--- config.mk ---
export PLATFORM = sky130hd
export DESIGN_NAME = flpn_std_end_flat
export DESIGN_NICKNAME = d
export VERILOG_FILES = /design/src/flpn_pkg.sv /design/src/flpn_link_if.sv /design/src/flpn_std_end.sv /design/src/flat_wrapper.sv
export SDC_FILE = /design/constraint.sdc
export NUM_CORES = 1
export LEC_CHECK = 0
export CAP_MARGIN = 15
export CORE_UTILIZATION = 45
export DETAILED_ROUTE_END_ITERATION = 10
export DONT_BUFFER_PORTS = 1
export SLEW_MARGIN = 15
export SYNTH_ARGS = -nofsm -noshare
export SYNTH_HDL_FRONTEND = slang
export SYNTH_SLANG_ARGS = --single-unit
--- constraint.sdc ---
create_clock -name clk_sys_in -period 3.5 [get_ports clk_sys_in]
set_input_delay 0.525 -clock clk_sys_in [delete_from_list [all_inputs] [get_ports clk_sys_in]]
set_output_delay 0.525 -clock clk_sys_in [all_outputs]
set_load 0.01 [all_outputs]
--- src/flpn_pkg.sv ---
// ********************************************************
// Shared constants for the link parameter negotiator
// ********************************************************
package flpn_pkg;

    // ********************************************************
    // Wire encodings
    // ********************************************************
    // Revision carried in request and reply frames
    localparam logic REV_LEGACY = 1'b0;
    localparam logic REV_STD = 1'b1;
    // Upper protocol version field
    localparam logic VER_LEGACY = 1'b0;
    localparam logic VER_STD = 1'b1;
    // Marker and checksum preference
    localparam logic PREF_OFF = 1'b0;
    localparam logic PREF_ON = 1'b1;

    // ********************************************************
    // Register map, word aligned byte offsets
    // ********************************************************
    localparam logic [3:0] OFS_CTRL = 4'h0;
    localparam logic [3:0] OFS_STATUS = 4'h4;
    // Control fields
    localparam int CTRL_START_BIT = 0;
    localparam int CTRL_PERMISSIVE_BIT = 1;
    localparam int CTRL_PREF_M_BIT = 2;
    localparam int CTRL_PREF_C_BIT = 3;
    localparam int CTRL_RESTART_BIT = 4;
    // Status fields
    localparam int STAT_STATE_LSB = 0;
    localparam int STAT_RDMA_BIT = 4;
    localparam int STAT_CLOSED_BIT = 5;
    localparam int STAT_VER_BIT = 6;
    localparam int STAT_M_INIT_BIT = 7;
    localparam int STAT_M_RESP_BIT = 8;
    localparam int STAT_CRC_BIT = 9;
    localparam int STAT_LEGACY_BIT = 10;
    // Reset values of control fields
    localparam logic RST_PERMISSIVE = 1'b1;
    localparam logic RST_PREF_M = 1'b0;
    localparam logic RST_PREF_C = 1'b1;

    // ********************************************************
    // Negotiation states, Gray coded along the usual path
    // ********************************************************
    typedef enum logic [2:0] {
        ST_IDLE = 3'b000,
        ST_WAIT_REP = 3'b001,
        ST_RDMA = 3'b011,
        ST_CLOSING = 3'b111,
        ST_CLOSED = 3'b110
    } flpn_state_t;

endpackage

--- src/flpn_link_if.sv ---
`timescale 1ns/1ps
// ********************************************************
// Streaming-mode exchange between the two adapters
// ********************************************************
interface flpn_link_if;
    // Frame sent by the standard end
    logic std_frm_vld;
    logic std_frm_rep;
    logic std_frm_rev;
    logic std_frm_m;
    logic std_frm_c;
    logic std_close;
    // Frame sent by the legacy peer
    logic leg_frm_vld;
    logic leg_frm_rep;
    logic leg_frm_rev;
    logic leg_frm_m;
    logic leg_frm_c;
    logic leg_close;

    // Standard adapter end
    modport std_end (
        output std_frm_vld, std_frm_rep, std_frm_rev, std_frm_m, std_frm_c, std_close,
        input leg_frm_vld, leg_frm_rep, leg_frm_rev, leg_frm_m, leg_frm_c, leg_close
    );
    // Legacy peer end
    modport leg_end (
        input std_frm_vld, std_frm_rep, std_frm_rev, std_frm_m, std_frm_c, std_close,
        output leg_frm_vld, leg_frm_rep, leg_frm_rev, leg_frm_m, leg_frm_c, leg_close
    );
endinterface

--- src/flpn_std_end.sv ---
// Summary of operation
// - One version across all three layers
// - Frames carry revision, marker, checksum preference
// - Reply revision may differ from request
// - Set version and per-direction marker state
// - Same version both directions and layers
// - Legacy peer forces checksum both ways
// - Non-permissive keeps standard version always
// - Each receive direction uses receiver's marker
// - Legacy initiator requests revision zero, M, C
// - Non-permissive responder replies one, then closes
// - Non-permissive initiator requests revision one
// - Legacy responder replies revision zero, M set
// - Non-permissive initiator closes on legacy reply
// - Permissive adapter picks version per connection
// - Legacy exchange done before RDMA conversion
// - Permissive responder never replies to legacy with M clear
// - Permissive responder mirrors legacy, flags upper layer
// - Permissive initiator adapts to legacy reply
`timescale 1ns/1ps
module flpn_std_end (
    input wire logic clk_sys_in,
    input wire logic srst_in,
    flpn_link_if.std_end link,
    input wire logic [3:0] reg_addr_in,
    input wire logic [31:0] reg_wdata_in,
    input wire logic reg_wr_in,
    input wire logic reg_rd_in,
    output logic [31:0] reg_rdata_out,
    output logic rdma_mode_out,
    output logic closed_out,
    output logic ver_out,
    output logic mrk_init_rx_out,
    output logic mrk_resp_rx_out,
    output logic crc_en_out,
    output logic ulp_legacy_out
);

    // ********************************************************
    // Control register
    // ********************************************************
    logic permissive;     // May fall back to legacy protocols
    logic pref_m;         // Own marker preference
    logic pref_c;         // Own checksum preference

    // Write decode for the control word
    wire ctrl_wr = reg_wr_in && (reg_addr_in == flpn_pkg::OFS_CTRL);

    // Stored control fields
    always_ff @(posedge clk_sys_in) begin
        if (srst_in) begin
            permissive <= flpn_pkg::RST_PERMISSIVE;
            pref_m <= flpn_pkg::RST_PREF_M;
            pref_c <= flpn_pkg::RST_PREF_C;
        end else if (ctrl_wr) begin
            permissive <= reg_wdata_in[flpn_pkg::CTRL_PERMISSIVE_BIT];
            pref_m <= reg_wdata_in[flpn_pkg::CTRL_PREF_M_BIT];
            pref_c <= reg_wdata_in[flpn_pkg::CTRL_PREF_C_BIT];
        end
    end

    // Self-clearing command bits, never stored
    wire start_pls = ctrl_wr && reg_wdata_in[flpn_pkg::CTRL_START_BIT]; // One-cycle order to initiate
    wire restart_pls = ctrl_wr && reg_wdata_in[flpn_pkg::CTRL_RESTART_BIT]; // One-cycle order to drop the link

    // ********************************************************
    // Negotiation state
    // ********************************************************
    flpn_pkg::flpn_state_t state;
    logic neg_ver;        // Resolved version, held until switch
    logic neg_m_init;     // Initiator receive markers
    logic neg_m_resp;     // Responder receive markers
    logic neg_crc;        // Checksum in use
    logic neg_legacy;     // Upper layer must emit legacy headers

    // Incoming frames split by kind
    wire rx_req = link.leg_frm_vld && !link.leg_frm_rep;
    wire rx_rep = link.leg_frm_vld && link.leg_frm_rep;
    // Deciding frame for this connection, and the permissive legacy fallback
    wire decide = !link.leg_close && ((state == flpn_pkg::ST_IDLE && rx_req) ||
        (state == flpn_pkg::ST_WAIT_REP && rx_rep));
    wire fallback = permissive && (link.leg_frm_rev == flpn_pkg::REV_LEGACY);

    // Main sequencer; a peer close wins over all other events except a restart
    always_ff @(posedge clk_sys_in) begin
        if (srst_in) begin
            state <= flpn_pkg::ST_IDLE;
        end else if (restart_pls) begin
            state <= flpn_pkg::ST_IDLE;
        end else begin
            case (state)
                flpn_pkg::ST_IDLE: begin
                    if (link.leg_close) begin
                        state <= flpn_pkg::ST_CLOSED;
                    end else if (rx_req && link.leg_frm_rev == flpn_pkg::REV_LEGACY && !permissive) begin
                        state <= flpn_pkg::ST_CLOSING;
                    end else if (rx_req) begin
                        state <= flpn_pkg::ST_RDMA;
                    end else if (start_pls) begin
                        state <= flpn_pkg::ST_WAIT_REP;
                    end
                end
                flpn_pkg::ST_WAIT_REP: begin
                    if (link.leg_close) begin
                        state <= flpn_pkg::ST_CLOSED;
                    end else if (rx_rep && link.leg_frm_rev == flpn_pkg::REV_LEGACY && !permissive) begin
                        state <= flpn_pkg::ST_CLOSING;
                    end else if (rx_rep) begin
                        state <= flpn_pkg::ST_RDMA;
                    end
                end
                flpn_pkg::ST_RDMA: begin
                    if (link.leg_close) begin
                        state <= flpn_pkg::ST_CLOSED;
                    end
                end
                // Close signalled once, then parked until restart
                flpn_pkg::ST_CLOSING, flpn_pkg::ST_CLOSED: begin
                    state <= flpn_pkg::ST_CLOSED;
                end
                default: begin
                    state <= flpn_pkg::ST_IDLE;
                end
            endcase
        end
    end

    // ********************************************************
    // Outgoing frames
    // ********************************************************
    // Registered one-cycle frame and close pulses
    always_ff @(posedge clk_sys_in) begin
        if (srst_in) begin
            link.std_frm_vld <= 1'b0;
            link.std_frm_rep <= 1'b0;
            link.std_frm_rev <= flpn_pkg::REV_STD;
            link.std_frm_m <= 1'b0;
            link.std_frm_c <= 1'b0;
            link.std_close <= 1'b0;
        end else begin
            link.std_frm_vld <= 1'b0;
            link.std_close <= (state == flpn_pkg::ST_CLOSING);
            if (state == flpn_pkg::ST_IDLE && !restart_pls && !link.leg_close) begin
                if (rx_req) begin
                    link.std_frm_vld <= 1'b1;
                    link.std_frm_rep <= 1'b1;
                    if (link.leg_frm_rev == flpn_pkg::REV_LEGACY && permissive) begin
                        link.std_frm_rev <= flpn_pkg::REV_LEGACY;
                        link.std_frm_m <= flpn_pkg::PREF_ON;
                        link.std_frm_c <= flpn_pkg::PREF_ON;
                    end else begin
                        link.std_frm_rev <= flpn_pkg::REV_STD;
                        link.std_frm_m <= pref_m;
                        link.std_frm_c <= pref_c;
                    end
                end else if (start_pls) begin
                    link.std_frm_vld <= 1'b1;
                    link.std_frm_rep <= 1'b0;
                    link.std_frm_rev <= flpn_pkg::REV_STD;
                    link.std_frm_m <= reg_wdata_in[flpn_pkg::CTRL_PREF_M_BIT]; // Offer from the starting write
                    link.std_frm_c <= reg_wdata_in[flpn_pkg::CTRL_PREF_C_BIT];
                end
            end
        end
    end

    // ********************************************************
    // Parameter resolution
    // ********************************************************
    // Own offer is read back from the control word: rewriting it mid-exchange alters the result
    always_ff @(posedge clk_sys_in) begin
        if (srst_in || restart_pls) begin
            neg_ver <= flpn_pkg::VER_STD;
            neg_m_init <= 1'b0;
            neg_m_resp <= 1'b0;
            neg_crc <= 1'b0;
            neg_legacy <= 1'b0;
        end else if (decide && fallback) begin
            neg_ver <= flpn_pkg::VER_LEGACY;
            neg_m_init <= flpn_pkg::PREF_ON;
            neg_m_resp <= flpn_pkg::PREF_ON;
            neg_crc <= flpn_pkg::PREF_ON;
            neg_legacy <= 1'b1;
        end else if (decide) begin
            neg_ver <= flpn_pkg::VER_STD;
            neg_m_init <= (state == flpn_pkg::ST_IDLE) ? link.leg_frm_m : pref_m;
            neg_m_resp <= (state == flpn_pkg::ST_IDLE) ? pref_m : link.leg_frm_m;
            neg_crc <= link.leg_frm_c | pref_c;
            neg_legacy <= 1'b0;
        end
    end

    // ********************************************************
    // Results toward the framing datapath
    // ********************************************************
    // Held back until the switch so framing never sees half a result
    always_ff @(posedge clk_sys_in) begin
        if (srst_in || restart_pls) begin
            rdma_mode_out <= 1'b0;
            ver_out <= flpn_pkg::VER_STD;
            mrk_init_rx_out <= 1'b0;
            mrk_resp_rx_out <= 1'b0;
            crc_en_out <= 1'b0;
            ulp_legacy_out <= 1'b0;
        end else if (state == flpn_pkg::ST_RDMA && !rdma_mode_out) begin
            rdma_mode_out <= 1'b1;
            ver_out <= neg_ver;
            mrk_init_rx_out <= neg_m_init;
            mrk_resp_rx_out <= neg_m_resp;
            crc_en_out <= neg_crc;
            ulp_legacy_out <= neg_legacy;
        end else if (state != flpn_pkg::ST_RDMA) begin
            rdma_mode_out <= 1'b0;
        end
    end

    // Closed flag follows the state
    always_ff @(posedge clk_sys_in) begin
        if (srst_in) begin
            closed_out <= 1'b0;
        end else begin
            closed_out <= (state == flpn_pkg::ST_CLOSED) && !restart_pls;
        end
    end

    // ********************************************************
    // Register read port
    // ********************************************************
    // Read data valid the cycle after the strobe; unmapped reads zero
    always_ff @(posedge clk_sys_in) begin
        if (srst_in) begin
            reg_rdata_out <= 32'h0;
        end else if (reg_rd_in) begin
            reg_rdata_out <= 32'h0;
            if (reg_addr_in == flpn_pkg::OFS_CTRL) begin
                reg_rdata_out[flpn_pkg::CTRL_PERMISSIVE_BIT] <= permissive;
                reg_rdata_out[flpn_pkg::CTRL_PREF_M_BIT] <= pref_m;
                reg_rdata_out[flpn_pkg::CTRL_PREF_C_BIT] <= pref_c;
            end else if (reg_addr_in == flpn_pkg::OFS_STATUS) begin
                reg_rdata_out[flpn_pkg::STAT_STATE_LSB +: 3] <= state;
                reg_rdata_out[flpn_pkg::STAT_RDMA_BIT] <= rdma_mode_out;
                reg_rdata_out[flpn_pkg::STAT_CLOSED_BIT] <= closed_out;
                reg_rdata_out[flpn_pkg::STAT_VER_BIT] <= ver_out;
                reg_rdata_out[flpn_pkg::STAT_M_INIT_BIT] <= mrk_init_rx_out;
                reg_rdata_out[flpn_pkg::STAT_M_RESP_BIT] <= mrk_resp_rx_out;
                reg_rdata_out[flpn_pkg::STAT_CRC_BIT] <= crc_en_out;
                reg_rdata_out[flpn_pkg::STAT_LEGACY_BIT] <= ulp_legacy_out;
            end
        end
    end

endmodule

--- src/flat_wrapper.sv ---
// flat-port wrapper written by rule: the top's interface ports become plain ports
module flpn_std_end_flat 
  (clk_sys_in, srst_in, reg_addr_in, reg_wdata_in, reg_wr_in, reg_rd_in, reg_rdata_out, rdma_mode_out, closed_out, ver_out, mrk_init_rx_out, mrk_resp_rx_out, crc_en_out, ulp_legacy_out, link_std_frm_vld, link_std_frm_rep, link_std_frm_rev, link_std_frm_m, link_std_frm_c, link_std_close, link_leg_frm_vld, link_leg_frm_rep, link_leg_frm_rev, link_leg_frm_m, link_leg_frm_c, link_leg_close);
  flpn_link_if link_i ();
  input wire logic clk_sys_in;
  input wire logic srst_in;
  input wire logic [3:0] reg_addr_in;
  input wire logic [31:0] reg_wdata_in;
  input wire logic reg_wr_in;
  input wire logic reg_rd_in;
  output logic [31:0] reg_rdata_out;
  output logic rdma_mode_out;
  output logic closed_out;
  output logic ver_out;
  output logic mrk_init_rx_out;
  output logic mrk_resp_rx_out;
  output logic crc_en_out;
  output logic ulp_legacy_out;
  output wire logic [$bits(link_i.std_frm_vld)-1:0] link_std_frm_vld;
  output wire logic [$bits(link_i.std_frm_rep)-1:0] link_std_frm_rep;
  output wire logic [$bits(link_i.std_frm_rev)-1:0] link_std_frm_rev;
  output wire logic [$bits(link_i.std_frm_m)-1:0] link_std_frm_m;
  output wire logic [$bits(link_i.std_frm_c)-1:0] link_std_frm_c;
  output wire logic [$bits(link_i.std_close)-1:0] link_std_close;
  input wire logic [$bits(link_i.leg_frm_vld)-1:0] link_leg_frm_vld;
  input wire logic [$bits(link_i.leg_frm_rep)-1:0] link_leg_frm_rep;
  input wire logic [$bits(link_i.leg_frm_rev)-1:0] link_leg_frm_rev;
  input wire logic [$bits(link_i.leg_frm_m)-1:0] link_leg_frm_m;
  input wire logic [$bits(link_i.leg_frm_c)-1:0] link_leg_frm_c;
  input wire logic [$bits(link_i.leg_close)-1:0] link_leg_close;
  assign link_std_frm_vld = link_i.std_frm_vld;
  assign link_std_frm_rep = link_i.std_frm_rep;
  assign link_std_frm_rev = link_i.std_frm_rev;
  assign link_std_frm_m = link_i.std_frm_m;
  assign link_std_frm_c = link_i.std_frm_c;
  assign link_std_close = link_i.std_close;
  assign link_i.leg_frm_vld = link_leg_frm_vld;
  assign link_i.leg_frm_rep = link_leg_frm_rep;
  assign link_i.leg_frm_rev = link_leg_frm_rev;
  assign link_i.leg_frm_m = link_leg_frm_m;
  assign link_i.leg_frm_c = link_leg_frm_c;
  assign link_i.leg_close = link_leg_close;
  flpn_std_end u_core (.clk_sys_in(clk_sys_in), .srst_in(srst_in), .link(link_i), .reg_addr_in(reg_addr_in), .reg_wdata_in(reg_wdata_in), .reg_wr_in(reg_wr_in), .reg_rd_in(reg_rd_in), .reg_rdata_out(reg_rdata_out), .rdma_mode_out(rdma_mode_out), .closed_out(closed_out), .ver_out(ver_out), .mrk_init_rx_out(mrk_init_rx_out), .mrk_resp_rx_out(mrk_resp_rx_out), .crc_en_out(crc_en_out), .ulp_legacy_out(ulp_legacy_out));
endmodule
==> impl_metrics.tcl <==
set metrics [dict create \
    status "finished clean" \
    die_w_um 62.88 \
    period_needed_ns 1.809 \
    routedWlPerCell_um 13.84 \
    crit_slowest_cell "or4_4" \
    cp_cell_sequence "or4_4 -> a31oi_1 -> nand2_1 -> a32o_1" \
    syn-mean-instance-area_um2 8.642 \
    critPathCaptureType "register" \
    yosysSeqAreaShare_pct 42.01 \
    num_rows 21 \
    r2r-end "u_core.link.std_frm_rep$_SDFFE_PP0P_" \
    drt_iter0_drc 52 \
    crit_arrival_ns 1.99 \
    gp_congestion 0.7426 \
    largest_reg_flops 11 \
    endpoint "u_core.link.std_frm_rep$_SDFFE_PP0P_" \
    clk_latency_ns 0.29 \
    p_leak_nw 0.6294 \
    syn_to_final_growth_pct 0.3753 \
    grt_max_degree 20 \
    dr.pass1.iters 4 \
    root_buffer "clkbuf_8" \
    track_usage_pct 17.60 \
    cts_buffer_depth 2 \
    r2r_start "u_core.state[0]$_SDFFE_PP0P_" \
    dp_cells 229 \
    via_per_inst 5.477 \
    start_util_pct 48.46 \
    netlist_area_um2 1668 \
    cp_max_fo 12 \
    syn_inst 193 \
    hold_slack_ns 0.3011 \
    dieArea_um2 3954 \
    max-cap-violations 0 \
    cts_setup_buffers 0 \
    die_y_um 62.88 \
    finalSetupViolations 0 \
    synth.distinct_cells 33 \
    pre_cts_ws_ns 1.612 \
    grt_pass1_wl_mm 5.478 \
    relSlewSlack_pct 56.25 \
    critPathLaunch "u_core.state[0]$_SDFFE_PP0P_" \
    r2r_cells 4 \
    h-tree-depth 2 \
    holdCritPathClass "primary input to register" \
    pwr_density_cell_nw_per_um2 465.6 \
    setup-tns-final_ns 0 \
    max_freq_mhz 552.7 \
    dp_hpwl_mm 2.422 \
    cts.clk_slew.worst_paths_ns 0.07 \
    cpPeakStageDelay_ns 0.58 \
    antenna_found_initial 0 \
    hold_viol_final 0 \
    drive_above_1_share_pct 6.806 \
    rsz0062_at_grt "false" \
    cts_hold_buf 0 \
    finalNonFillerCells 237 \
    period_share_pct 51.69 \
    ant_nets 0 \
    worstSetupPathType "register to register" \
    cts-buffers-inserted 5 \
    drv_slew 0 \
    final_core_util_pct 48.64 \
    num-nets-final 236 \
    synth_seq_cells 35 \
    skew_ns 0.007408 \
    core_area_um2 3442 \
    cts_tree "built" \
    grt_pass1_vias 1219 \
    overflow 0 \
    r2r_slack_ns 1.69 \
    antenna_cells 0 \
    drc 0 \
    regMostFlops "u_core.reg_rdata_out" \
    portBuffers 0 \
    fin_total_pwr_mw 0.7795 \
    cts_resized 0 \
    drt-total-wl_mm 3.280 \
    cp.required_ns 3.68 \
    reg_top3 "u_core.reg_rdata_out: 11 flops, u_core.state: 3 flops" \
    post_dp_cell_area_um2 1589 \
    fin_ws_ns 1.691 \
    cts_sinks 35 \
    synth_warnings 0 \
    cp-start-kind "register" \
    route.vias.total 1298 \
    boundaryPins 91 \
    final_area_um2 1674 \
    tightestPinTransition_ns 0.6550 \
    ir_drop_uv 274.4 \
]
[layer usage]
metal	GRT usage, %	routed length, um	up-vias
li1	-	-	624
met1	18.58	1353	606
met2	30.91	1606	66
met3	8.577	310	2
met4	4.360	8	0
met5	0	0	-
[how the worst min path moves through the flow]
| stage | cells after the start | slack (ns) | endpoint | start |
|---|---|---|---|---|
| final | 1 | 0.30 | u_core.pref_m$_SDFFE_PP0N_ | srst_in |
| after global routing | 1 | 0.28 | u_core.reg_rdata_out[8]$_SDFFE_PP0P_ | srst_in |
| after CTS | 1 | 0.29 | u_core.reg_rdata_out[1]$_SDFFE_PP0P_ | srst_in |
| after detailed placement | 2 | 0.47 | u_core.neg_ver$_SDFFE_PP1P_ | u_core.neg_ver$_SDFFE_PP1P_ |
| after global placement | 2 | 0.46 | u_core.neg_ver$_SDFFE_PP1P_ | u_core.neg_ver$_SDFFE_PP1P_ |
| after floorplan | 2 | 0.44 | u_core.neg_ver$_SDFFE_PP1P_ | u_core.neg_ver$_SDFFE_PP1P_ |
[synth_stat cells (all sizes together)]
master,instances,area share (%)
nor4,1,0.38
xnor2,1,0.53
o21ai,8,2.4
nor2,19,4.3
a31oi,6,2.3
nand2,13,2.9
nor3b,1,0.45
mux2,2,1.4
buf,26,12
a211oi,2,0.90
and4,1,0.53
clkbuf,5,1.1
and3,1,0.38
a31o,4,2.1
a32o,1,0.60
inv,2,0.45
nand2b,5,1.9
conb,1,0.22
nor2b,10,3.8
a311oi,1,0.53
and2b,2,0.90
a21oi,15,4.5
or4,1,0.68
nand4b,2,1.1
nand3,8,2.4
mux2i,9,5.4
dfxtp,35,42
a2111oi,2,1.1
nor3,9,3.0
[kinds of logic (layout without fill, tap and decap cells)]
group	Yosys count	in the layout	synth area share [%]
simple gates	73	73	22.58
flops	35	35	42.01
xor+xnor	1	1	0.5252
buf+inv	33	11	13.58
other cells	1	21	0.2248
compound gates	39	39	14.33
mux	11	11	6.752
[worst max-delay path, delay by kind of cell, from the launching register on]
family          cells  cell delay, ns
simple gates        2            0.74
flops               1            0.45
compound gates      2            0.51
[placed cells by master, fill, tap and decap left out, types with 8 or more instances in the layout]
master / netlist / final
a21oi_1: 15 / 15
conb_1: 1 / 21
dfxtp_1: 35 / 35
mux2i_1: 9 / 9
nand2_1: 13 / 13
nand3_1: 8 / 8
nor2_1: 19 / 19
nor2b_1: 10 / 10
nor3_1: 8 / 8
o21ai_0: 8 / 8
[cell type report]
cell class	count	area, um2
Sequential cell	35	700.7
Clock inverter	2	12.51
Inverter	2	7.507
Fill cell	344	1768
Tap cell	46	57.56
Clock buffer	6	72.57
Multi-Input combinational cell	145	815.8
Timing Repair Buffer	1	7.507
[report_power, final]
group          internal (mW)  switching [mW]  leakage, nW
sequential             0.409          0.0179        0.283
combinational         0.0290          0.0421        0.305
clock                  0.139           0.143       0.0412
total                  0.577           0.203        0.629
Note: power is estimated with default switching activity, not from simulation.
